--- config.mk ---
export PLATFORM = sky130hd
export DESIGN_NAME = sscw_top
export DESIGN_NICKNAME = d
export VERILOG_FILES = /design/src/rtl/sscw_pkg.sv /design/src/rtl/sscw_bridge_if.sv /design/src/rtl/sscw_bridge.sv /design/src/rtl/sscw_top.sv
export VERILOG_INCLUDE_DIRS = /design/src /design/src/rtl
export SDC_FILE = /design/constraint.sdc
export NUM_CORES = 1
export LEC_CHECK = 0
export BUFFER_PORTS_ARGS = -buffer_cell sky130_fd_sc_hd__buf_2
export CAP_MARGIN = 20
export CELL_PAD_IN_SITES_DETAIL_PLACEMENT = 0
export CELL_PAD_IN_SITES_GLOBAL_PLACEMENT = 1
export CORE_MARGIN = 1
export CORE_UTILIZATION = 42
export DETAILED_ROUTE_END_ITERATION = 8
export PLACE_DENSITY = 0.82
export SYNTH_ARGS = -nofsm -noshare
export SYNTH_HDL_FRONTEND = slang
export SYNTH_SLANG_ARGS = --single-unit
--- constraint.sdc ---
create_clock -name sys_clk_i -period 1.7 [get_ports sys_clk_i]
set_input_delay 0.255 -clock sys_clk_i [delete_from_list [all_inputs] [get_ports sys_clk_i]]
set_output_delay 0.255 -clock sys_clk_i [all_outputs]
set_load 0.005 [all_outputs]
--- src/rtl/sscw_cfg.svh ---
// Functional notes
// (RQ1) configuration only via serial clock, data and strobe lines driven by host
// (RQ2) every transfer carries 19 bits: word select plus 18 data bits
// (RQ3) bits arrive most significant first, bit 18 first, word select last
// (RQ4) bit 0 zero writes current word; bit 0 one targets timing word
// (RQ5) bits 1..6 form bridge one DAC code, bit 1 least significant
// (RQ6) bits 7..12 form bridge two DAC code, bit 7 least significant
// (RQ7) zero DAC code disables that bridge, all four drivers off
// (RQ8) bit 13 sets bridge one direction: 0 gives A low B high
// (RQ9) bit 14 sets bridge two direction: 0 gives A low B high
// (RQ10) bits 15 and 16 pick decay: 0 mixed, 1 slow
// (RQ11) bit 17 picks DAC reference: 0 internal 2 V, 1 external
// (RQ12) bit 18 picks sense range: 0 divide by 8, 1 divide by 4
// (RQ13) sleep low clears all stored serial bits and disables circuits
// (RQ14) power-up or logic undervoltage clears serial data and disables drivers
// (RQ15) data sampled on serial clock rise; strobe after last bit loads word
// (RQ16) timing word transfer leaves current word fields unchanged
`ifndef SSCW_CFG_SVH
`define SSCW_CFG_SVH
`define SSCW_WORD_BITS   19
`define SSCW_SEL_POS     0
`define SSCW_DAC1_LSB    1
`define SSCW_DAC2_LSB    7
`define SSCW_DAC_BITS    6
`define SSCW_PH1_POS     13
`define SSCW_PH2_POS     14
`define SSCW_MODE1_POS   15
`define SSCW_MODE2_POS   16
`define SSCW_REF_POS     17
`define SSCW_RANGE_POS   18
`define SSCW_WORD_RESET  19'h00000
`endif

--- src/rtl/sscw_pkg.sv ---
package sscw_pkg;
  typedef logic [18:0] sscw_word_t;
  typedef logic [5:0]  sscw_dac_t;
  typedef enum logic { SSCW_DECAY_MIXED, SSCW_DECAY_SLOW } sscw_decay_t;
  typedef enum logic [1:0] { SSCW_IDLE, SSCW_SHIFT } sscw_state_t;
endpackage

--- src/rtl/sscw_bridge_if.sv ---
`timescale 1ns/1ps
interface sscw_bridge_if;
  logic [5:0] dac;
  logic       phase;
  logic       out_a;
  logic       out_b;
  logic       enable;
  modport ctrl (output dac, output phase, input out_a, input out_b,
                input enable);
  modport drv  (input dac, input phase, output out_a, output out_b,
                output enable);
endinterface

--- src/rtl/sscw_bridge.sv ---
`timescale 1ns/1ps
module sscw_bridge
  import sscw_pkg::*;
(
  sscw_bridge_if.drv br
);
  // ********************************************************
  // bridge direction and disable decode
  // ********************************************************
  assign br.enable = |br.dac;                         // RQ7
  assign br.out_a  = br.enable & br.phase;            // RQ8 RQ9
  assign br.out_b  = br.enable & ~br.phase;           // RQ7
endmodule

--- src/rtl/sscw_top.sv ---
`timescale 1ns/1ps
`include "sscw_cfg.svh"
module sscw_top
  import sscw_pkg::*;
(
  input  wire logic       sys_clk_i,
  input  wire logic       resetn_i,
  input  wire logic       clk_en_i,
  input  wire logic       ser_clk_i,
  input  wire logic       ser_data_i,
  input  wire logic       ser_strobe_i,
  input  wire logic       sleepn_i,
  input  wire logic       logic_supply_undervoltage_lockout_i,
  output logic [5:0]      bridge_one_dac_o,
  output logic [5:0]      bridge_two_dac_o,
  output logic            bridge_one_output_a_o,
  output logic            bridge_one_output_b_o,
  output logic            bridge_two_output_a_o,
  output logic            bridge_two_output_b_o,
  output logic            bridge_one_enable_o,
  output logic            bridge_two_enable_o,
  output logic            bridge_one_slow_decay_o,
  output logic            bridge_two_slow_decay_o,
  output logic            ext_reference_sel_o,
  output logic            transconductance_scaling_o,
  output logic            timing_word_strobe_o,
  output logic            circuits_enable_o
);
  // ********************************************************
  // state and wires
  // ********************************************************
  logic [1:0]  sclk_s_q;     // serial clock sync pair
  logic [1:0]  sdat_s_q;     // serial data sync pair
  logic [1:0]  sstb_s_q;     // strobe sync pair
  logic [1:0]  slp_s_q;      // sleep sync pair
  logic [1:0]  uv_s_q;       // undervoltage sync pair
  logic        sclk_prev_q;
  logic        sstb_prev_q;
  sscw_word_t  shift_q;
  sscw_word_t  cur_q;
  logic [4:0]  cnt_q;
  sscw_state_t frame_q;      // idle or inside a frame
  logic        clr;
  logic        sclk_rise;
  logic        sstb_rise;
  logic        word_done;    // strobe that loads a whole word

  // ********************************************************
  // helper functions
  // ********************************************************
  // one six-bit dac code out of a stored word
  function automatic sscw_dac_t dac_field(input sscw_word_t w,
                                          input int         lsb);
    return w[lsb +: `SSCW_DAC_BITS];
  endfunction

  // decay select bit to slow-decay flag, 1 means slow
  function automatic logic is_slow(input logic b);
    return sscw_decay_t'(b) == SSCW_DECAY_SLOW;
  endfunction

  // true once exactly one full word has been shifted in
  function automatic logic full_word(input logic [4:0] c);
    return c == 5'(`SSCW_WORD_BITS);
  endfunction

  // ********************************************************
  // pin synchronisers
  // ********************************************************
  // two flops per pin, only the second is read
  always_ff @(posedge sys_clk_i or negedge resetn_i) begin
    if (!resetn_i) begin
      sclk_s_q <= 2'h0;
      sdat_s_q <= 2'h0;
      sstb_s_q <= 2'h0;
      slp_s_q  <= 2'h0;
      uv_s_q   <= 2'h3;
    end else if (clk_en_i) begin
      sclk_s_q <= {sclk_s_q[0], ser_clk_i};                    // RQ1
      sdat_s_q <= {sdat_s_q[0], ser_data_i};
      sstb_s_q <= {sstb_s_q[0], ser_strobe_i};
      slp_s_q  <= {slp_s_q[0], sleepn_i};
      uv_s_q   <= {uv_s_q[0], logic_supply_undervoltage_lockout_i};
    end
  end

  // edge memory on the synchronised lines
  always_ff @(posedge sys_clk_i or negedge resetn_i) begin
    if (!resetn_i) begin
      sclk_prev_q <= 1'b0;
      sstb_prev_q <= 1'b0;
    end else if (clk_en_i) begin
      sclk_prev_q <= sclk_s_q[1];
      sstb_prev_q <= sstb_s_q[1];
    end
  end

  assign sclk_rise = sclk_s_q[1] & ~sclk_prev_q;               // RQ15
  assign sstb_rise = sstb_s_q[1] & ~sstb_prev_q;
  // sleep low or undervoltage wipes the serial port
  assign clr = ~slp_s_q[1] | uv_s_q[1];                        // RQ13 RQ14

  // ********************************************************
  // frame tracking
  // ********************************************************
  // idle until the first serial clock rise, in frame until strobe
  always_ff @(posedge sys_clk_i or negedge resetn_i) begin
    if (!resetn_i) begin
      frame_q <= SSCW_IDLE;
    end else if (clk_en_i) begin
      if (clr) begin
        frame_q <= SSCW_IDLE;                                  // RQ13 RQ14
      end else begin
        case (frame_q)
          SSCW_IDLE: begin
            if (sclk_rise)
              frame_q <= SSCW_SHIFT;                           // RQ15
          end
          SSCW_SHIFT: begin
            if (sstb_rise)
              frame_q <= SSCW_IDLE;
          end
          default: frame_q <= SSCW_IDLE;
        endcase
      end
    end
  end

  // a strobe only counts after a whole word inside a frame
  assign word_done = sstb_rise && frame_q == SSCW_SHIFT &&
                     full_word(cnt_q);                         // RQ2 RQ15

  // ********************************************************
  // shift register, msb first
  // ********************************************************
  always_ff @(posedge sys_clk_i or negedge resetn_i) begin
    if (!resetn_i) begin
      shift_q <= `SSCW_WORD_RESET;
      cnt_q   <= 5'h00;
    end else if (clk_en_i) begin
      if (clr) begin
        shift_q <= `SSCW_WORD_RESET;                           // RQ13
        cnt_q   <= 5'h00;
      end else if (sstb_rise) begin
        cnt_q <= 5'h00;
      end else if (sclk_rise) begin
        shift_q <= {shift_q[17:0], sdat_s_q[1]};               // RQ3
        if (cnt_q != 5'h1F)
          cnt_q <= cnt_q + 5'h01;
      end
    end
  end

  // ********************************************************
  // command word load on strobe
  // ********************************************************
  always_ff @(posedge sys_clk_i or negedge resetn_i) begin
    if (!resetn_i) begin
      cur_q                <= `SSCW_WORD_RESET;                // RQ14
      timing_word_strobe_o <= 1'b0;
    end else if (clk_en_i) begin
      timing_word_strobe_o <= 1'b0;
      if (clr) begin
        cur_q <= `SSCW_WORD_RESET;                             // RQ13 RQ14
      end else if (word_done) begin                            // RQ2
        if (!shift_q[`SSCW_SEL_POS])
          cur_q <= shift_q;                                    // RQ4 RQ15
        else
          timing_word_strobe_o <= 1'b1;                        // RQ16
      end
    end
  end

  // ********************************************************
  // field decode and bridge stages
  // ********************************************************
  sscw_bridge_if b1 ();
  sscw_bridge_if b2 ();
  assign b1.dac   = dac_field(cur_q, `SSCW_DAC1_LSB);          // RQ5
  assign b2.dac   = dac_field(cur_q, `SSCW_DAC2_LSB);          // RQ6
  assign b1.phase = cur_q[`SSCW_PH1_POS];                      // RQ8
  assign b2.phase = cur_q[`SSCW_PH2_POS];                      // RQ9
  sscw_bridge u_b1 (.br(b1));
  sscw_bridge u_b2 (.br(b2));

  // ********************************************************
  // registered bridge drive
  // ********************************************************
  // drivers and enables drop at once while the port is cleared
  always_ff @(posedge sys_clk_i or negedge resetn_i) begin
    if (!resetn_i) begin
      bridge_one_dac_o           <= 6'h00;
      bridge_two_dac_o           <= 6'h00;
      bridge_one_output_a_o      <= 1'b0;
      bridge_one_output_b_o      <= 1'b0;
      bridge_two_output_a_o      <= 1'b0;
      bridge_two_output_b_o      <= 1'b0;
      bridge_one_enable_o        <= 1'b0;
      bridge_two_enable_o        <= 1'b0;
      circuits_enable_o          <= 1'b0;
    end else if (clk_en_i) begin
      bridge_one_dac_o           <= b1.dac;
      bridge_two_dac_o           <= b2.dac;
      bridge_one_output_a_o      <= b1.out_a & ~clr;           // RQ7 RQ8
      bridge_one_output_b_o      <= b1.out_b & ~clr;
      bridge_two_output_a_o      <= b2.out_a & ~clr;           // RQ9
      bridge_two_output_b_o      <= b2.out_b & ~clr;
      bridge_one_enable_o        <= b1.enable & ~clr;          // RQ7
      bridge_two_enable_o        <= b2.enable & ~clr;
      circuits_enable_o          <= ~clr;                      // RQ13
    end
  end

  // ********************************************************
  // registered analog settings
  // ********************************************************
  // decay, reference and range follow the stored word
  always_ff @(posedge sys_clk_i or negedge resetn_i) begin
    if (!resetn_i) begin
      bridge_one_slow_decay_o    <= 1'b0;
      bridge_two_slow_decay_o    <= 1'b0;
      ext_reference_sel_o        <= 1'b0;
      transconductance_scaling_o <= 1'b0;
    end else if (clk_en_i) begin
      bridge_one_slow_decay_o    <= is_slow(cur_q[`SSCW_MODE1_POS]); // RQ10
      bridge_two_slow_decay_o    <= is_slow(cur_q[`SSCW_MODE2_POS]); // RQ10
      ext_reference_sel_o        <= cur_q[`SSCW_REF_POS];      // RQ11
      transconductance_scaling_o <= cur_q[`SSCW_RANGE_POS];    // RQ12
    end
  end
endmodule

==> metrics.csv, run 1 <==
stage;metric;value;unit
timing;final setup violation count;9;
floorplanning;num ports;32;
place;gp weighted congestion;0.808;
critical_path;crit-path cells;ha_2, and3_4, ha_4, and4bb_2, a21oi_2, mux2_4;
detailed_routing;Initial DRC Count;115;
timing;fin crit period;1720;ps
floorplanning;Die H;93.1;um
timing;Fmax achieved;0.580;GHz
power_and_ir_drop;total power after layout;3890;uW
layout;diode count;0;
global_routing;first-pass GRT wire length;11.5;mm
power_and_ir_drop;maximum VDD drop;0.398;mV
detailed_routing;Antenna Nets Post-Route;0;
synthesis;flops & latches, synth;79;
timing;Worst slew margin;0.676;
power_and_ir_drop;P_leak;0.00195;uW
timing;worst slew pin tran;486;ps
critical_path;Critical R2R Launch;cnt_q[1];
synthesis;post-synth top area cell;dfrtp_1;
timing;fin. max-slew vios;0;
critical_path;r2r worst-path depth;6;
min_path;hold endpoint;sclk_s_q[0];
synthesis;cells after synthesis;307;
synthesis;Distinct cells, synth;36;
floorplanning;die footprint;0.00866;mm2
critical_path;Worst Setup Path Type;reg -> reg;
synthesis;Yosys warnings;0;
critical_path;CP required;1950;ps
timing;Worst Skew;18.5;ps
critical_path;worst path arrival time;1970;ps
critical_path;CP delay by family, top;simple AND/OR/NAND/NOR gates;
global_routing;largest net degree at the start of global routing;38;
floorplanning;die width;93.1;um
synthesis;Mapped Area;0.00348;mm2
critical_path;peak per-stage delay on the critical path;400;ps
critical_path;crit path max fanout;5;
synthesis;Mapped Nets;317;
place;Placed Cells;434;
global_routing;via count of the first global-routing pass;2285;
layout;nets;362;
detailed_routing;Detailed Routing Iterations Pass 1;4;
detailed_routing;DRC viols;0;
min_path;worst hold start;ser_clk_i;
clocking;deepest clock path buffer count;2;
layout;Synth-to-Final Area Change;21.8;%
critical_path;slowest CP cell;dfrtp_1;
detailed_routing;Via density;5.23;
clocking;CTS tree;yes;
timing;RSZ-0062 raised after global routing;true;
timing;hold_ws;136;ps
global_routing;GRT Total Usage;0.172;
run_status;failing checks;negative setup slack;
clocking;Reg clk slew, reported paths;90;ps
clocking;H-Tree Depth;3;
critical_path;crit end category;flip-flop;
timing;final hold viol count;0;
power_and_ir_drop;Pwr per Cell Area;915;mW/mm2
critical_path;CP bufs+invs;0;
timing;period utilisation layout;1.01;
timing;final setup TNS;-85.8;ps
timing;Setup WS post-layout;-23.6;ps
place;Post-DP HPWL;4.38;mm
run;# Max-Cap Violations;0;
floorplanning;effective utilization at floorplan;0.442;
power_and_ir_drop;Internal;2950;uW
synthesis;syn avg cell area;11.4;um2
min_path;hold path depth;2;
power_and_ir_drop;Reg power frac;0.509;
layout;final cell count without fillers;459;
synthesis;synth top area cells;dfrtp_1 55%, mux2_2 10%, mux2i_1 4.9%, nand2_1 4.3%, o221ai_1 4.3%;
layout;share of cells above drive strength 1;0.356;
power_and_ir_drop;Clock Power Share;0.400;
global_routing;antenna violations before repair;0;
critical_path;FF-to-FF setup slack;-20;ps
global_routing;GR Overflow Total;0;
min_path;Hold WC Path Type;in -> reg;
clocking;clock sink total;79;
synthesis;Synth top area share;0.553;
synthesis;Main synth FF type;dfrtp_1;
critical_path;FF-to-FF End;cnt_q[0];
critical_path;type of origin of the critical path;flip-flop;
synthesis;Synth async-reset ratio;1.00;
detailed_routing;Routed WL;7.11;mm
clocking;root buffer cell;clkbuf_8;
power_and_ir_drop;switching part of the total;0.241;
floorplanning;# rows;32;
clocking;clk_lat worst skew;350;ps
synthesis;register area share after synthesis;0.568;
floorplanning;area of the core;0.00789;mm2
synthesis;EDFF count, synth;0;
clocking;CTS buffer count;9;
power_and_ir_drop;Gate power share;0.090;
detailed_routing;routed via count;2402;
run_status;status;finished with violations;
power_and_ir_drop;NetSw;938;uW
detailed_routing;drt wl/cell;15.5;um
place;Buffers on Ports;31;
## through the flow
| step | setup slack [ps] | utilization | instance area, um2 |
|---|---|---|---|
| floorplan | 1.94 | - | 3490 |
| CTS | -3.09 | 0.515 | 4070 |
| detailed placement | -69.6 | 0.481 | 3800 |
| global placement | -15.9 | 0.481 | 3800 |
| finish | -23.6 | 0.538 | 4250 |
| global route | -94.9 | 0.538 | 4250 |
## how the worst max path moves through the flow
stage	startpoint	end	slack (ps)	depth (start not counted)
after global placement	cnt_q[0]	cnt_q[0]	-20	6
after detailed placement	cnt_q[0]	cnt_q[0]	-70	6
after floorplan	cnt_q[0]	cnt_q[0]	2	6
final	cnt_q[1]	cnt_q[0]	-20	6
after CTS	cnt_q[1]	cnt_q[0]	-3	6
after global routing	cnt_q[1]	cur_q[14]	-90	7
## cell usage in the layout (no fill, tap or decap), types with 3 or more instances in the layout
cell,n
nand3_1,15
o221ai_2,7
clkbuf_8,10
dfrtp_1,77
nand2b_1,3
buf_6,3
a31oi_1,3
nor2b_1,3
nor2_1,4
nand2_1,40
buf_4,11
buf_12,3
inv_1,39
nand3_2,7
o221ai_1,11
mux2i_1,17
mux2_2,31
buf_2,30
o21ai_0,4
## repair_timing
item                       in CTS  in global routing
gates resized for setup         6                 16
cloned                          0                  5
buffers inserted                1                  2
setup endpoints to repair       4                 23
hold buffers                    1                  0
pin swaps                       3                  5
hold endpoints to repair       35                  0
## flip-flops by register name (all words and copies together) (netlist names), 2 cells and up
name	count
sstb_s_q	2
slp_s_q	2
sclk_s_q	2
bridge_one_dac_o	6
cnt_q	5
bridge_two_dac_o	6
shift_q	19
sdat_s_q	2
uv_s_q	2
cur_q	18
## logic make-up (layout without fill, tap and decap cells)
| family | Yosys count | count (layout) | synth area share |
|---|---|---|---|
| DFF | 79 | 79 | 0.568 |
| buffers and inverters | 56 | 106 | 0.0704 |
| muxes | 49 | 49 | 0.152 |
| adders and majority gates | 2 | 2 | 0.00718 |
| and+or+nand+nor | 85 | 85 | 0.121 |
| xor gates and xnor gates | 1 | 1 | 0.00251 |
| AOI/OAI and AO/OA | 35 | 35 | 0.0790 |
## power by group through the flow
stage	Combinational (uW)	Clock [uW]	Sequential, uW
floorplan	217	0	2000
global placement	335	0	2010
detailed placement	339	0	2020
CTS	351	1590	1980
global route	383	1680	1990
finish	350	1560	1980
## cell usage after synthesis (2+ instances only)
library cell  count
dfrtp_1          77
nand2_1          40
inv_1            39
mux2_2           32
nand3_1          22
mux2i_1          17
o221ai_1         17
buf_2             7
clkbuf_1          4
nor2_1            4
nor2b_1           4
o21ai_0           4
a21oi_1           3
a31oi_1           3
buf_6             3
nand2b_1          3
a22o_1            2
a31o_2            2
and2_1            2
and3_2            2
buf_1             2
dfstp_2           2
ha_1              2
nor4_1            2
## per-layer routing
metal / up-vias / wire length, um / GRT usage
li1: 1141 / - / -
met1: 1211 / 3420 / 0.249
met2: 42 / 3370 / 0.255
met3: 8 / 199 / 0.0268
met4: 0 / 116 / 0.0769
met5: - / 0 / 0
## area by class of cell
| cell class | count | area, um2 |
|---|---|---|
| well taps | 102 | 128 |
| multi-input cells | 172 | 1370 |
| fillers | 690 | 3640 |
| clock buffers | 11 | 141 |
| inverters | 39 | 146 |
| repair buffers | 51 | 402 |
| clock inverters | 5 | 81.3 |
| flip-flops and latches | 79 | 1980 |
No activity file was read; power rests on OpenSTA's default activity.
==> run 2: changes to the inputs <==
--- a/config.mk
+++ b/config.mk
@@ -11,9 +11,10 @@
 export CELL_PAD_IN_SITES_DETAIL_PLACEMENT = 0
 export CELL_PAD_IN_SITES_GLOBAL_PLACEMENT = 1
 export CORE_MARGIN = 1
-export CORE_UTILIZATION = 42
+export CORE_UTILIZATION = 44
+export CTS_BUF_LIST = sky130_fd_sc_hd__clkbuf_2
 export DETAILED_ROUTE_END_ITERATION = 8
-export PLACE_DENSITY = 0.82
+export PLACE_DENSITY = 0.85
 export SYNTH_ARGS = -nofsm -noshare
 export SYNTH_HDL_FRONTEND = slang
 export SYNTH_SLANG_ARGS = --single-unit
==> run 2 against run 1 <==
Effect of this change: the run still ends with negative setup slack left; global-route usage about the same; sequential power about the same; combinational power is 3% higher; final area shrank 4.3%; critical path type unchanged; clock power decreased by 28%; flip-flop and latch count unchanged; register-to-register slack got worse by 20 ps; first-iteration DRC count shrank 12%; hold slack worse by 36 ps.
==> metrics.csv, run 2 (synthesis gave the netlist of run 1 again) <==
stage;metric;value;unit
critical_path;CP required;2110;ps
critical_path;worst path arrival time;2150;ps
power_and_ir_drop;maximum VDD drop;0.410;mV
clocking;CTS buffer count;9;
detailed_routing;DRC viols;0;
timing;Setup WS post-layout;-47.3;ps
timing;Fmax achieved;0.572;GHz
place;gp weighted congestion;0.793;
detailed_routing;Antenna Nets Post-Route;0;
layout;nets;364;
clocking;root buffer cell;clkbuf_2;
layout;Largest register FFs;19;
timing;Worst Skew;22.6;ps
timing;period utilisation layout;1.03;
power_and_ir_drop;total power after layout;3460;uW
floorplanning;area of the core;0.00769;mm2
timing;Worst slew margin;0.686;
critical_path;type of origin of the critical path;flip-flop;
place;pre-CTS setup slack;-94.0;ps
layout;commonest cells after routing, fill and taps aside;77 x dfrtp_1, 39 x inv_1, 39 x nand2_1;
detailed_routing;Detailed Routing Iterations Pass 1;4;
timing;fin. max-slew vios;0;
timing;RSZ-0062 raised after global routing;true;
detailed_routing;Initial DRC Count;101;
floorplanning;num ports;32;
layout;commonest non-fill, non-tap cell in the layout;dfrtp_1;
clocking;deepest clock path buffer count;2;
global_routing;GR Overflow Total;0;
layout;Synth-to-Final Area Change;16.6;%
timing;worst slew pin tran;472;ps
global_routing;first-pass GRT wire length;11.1;mm
power_and_ir_drop;P_leak;0.00190;uW
layout;share of cells above drive strength 1;0.315;
power_and_ir_drop;Pwr per Cell Area;852;mW/mm2
timing;final hold viol count;0;
timing;fin crit period;1750;ps
floorplanning;die width;91.0;um
detailed_routing;drt wl/cell;14.0;um
layout;Largest Register;shift_q;
floorplanning;# rows;32;
min_path;Hold WC Path Type;in -> reg;
place;Buffers on Ports;31;
clocking;clk_lat worst skew;510;ps
critical_path;Worst Setup Path Type;reg -> reg;
run_status;status;finished with violations;
floorplanning;die footprint;0.00828;mm2
layout;diode count;0;
global_routing;antenna violations before repair;0;
global_routing;largest net degree at the start of global routing;37;
critical_path;FF-to-FF setup slack;-50;ps
floorplanning;effective utilization at floorplan;0.453;
layout;final core utilization;0.529;
place;Post-DP HPWL;4.27;mm
clocking;clock sink total;79;
clocking;H-Tree Depth;3;
timing;final setup violation count;3;
run;# Max-Cap Violations;0;
detailed_routing;routed via count;2329;
clocking;CTS tree;yes;
global_routing;via count of the first global-routing pass;2307;
timing;hold_ws;100;ps
clocking;Reg clk slew, reported paths;210;ps
layout;biggest registers after layout;shift_q: 19 flops, cur_q: 18 flops;
critical_path;crit end category;flip-flop;
detailed_routing;Via density;5.05;
detailed_routing;Routed WL;6.46;mm
global_routing;GRT Total Usage;0.172;
floorplanning;Die H;91.0;um
critical_path;crit path max fanout;5;
run_status;failing checks;negative setup slack;
-- run 2: what timing repair did --
item | 4_1_cts | 5_1_grt
resized for setup | 6 | 5
endpoints found under the setup margin | 4 | 23
buffers inserted | 2 | 0
hold buffers | 6 | 0
gates cloned | 0 | 0
hold endpoints to repair | 39 | 0
pin swaps | 1 | 2
-- run 2: layout make-up --
cell class,instances,area (um2)
clock buffer,10,50.0
clock inverter,6,85.1
fill,685,3620
inverter,39,146
multi-input combinational,172,1310
sequential,79,1980
tap,102,128
timing repair buffer,53,363
-- run 2: path summary, 6_finish.rpt --
kind                                           from                   to  cells after the start
max in group asynchronous                  resetn_i             cur_q[6]                      3
worst min register to register  bridge_two_dac_o[4]  bridge_two_dac_o[4]                      1
worst max-delay path                       cnt_q[1]             cnt_q[0]                      6
worst max register to register             cnt_q[1]             cnt_q[0]                      6
worst min-delay path                       clk_en_i          sclk_s_q[1]                      2
min in group asynchronous                  resetn_i             cnt_q[3]                      2
-- run 2: worst max-delay path, stage by stage (launching register included) --
cell      delay, ps
dfrtp_1         430
ha_2            180
and3_4          180
ha_4            150
and4bb_4        380
a21oi_4          50
mux2_4          270
-- run 2: through the flow --
stage,area [um2],setup TNS [ps],instances
final,4060,-69.7,461
after CTS,4050,-30.8,461
after floorplan,3490,0,307
after global placement,3810,-14.4,437
after detailed placement,3810,-134,437
after global routing,4060,-707,461
-- run 2: routing by layer --
metal  global-route usage  share of wire  up-vias
met5                    0              0        -
met4               0.0701          0.021        0
met3               0.0377          0.030       12
met2                0.277           0.48       25
met1                0.227           0.47     1149
li1                     -              -     1143
-- run 2: power breakdown --
group	switching [uW]	leakage [uW]	internal, uW	total, uW
clock	632	0.0000795	488	1120
combinational	207	0.000753	154	362
sequential	40.1	0.00107	1940	1980
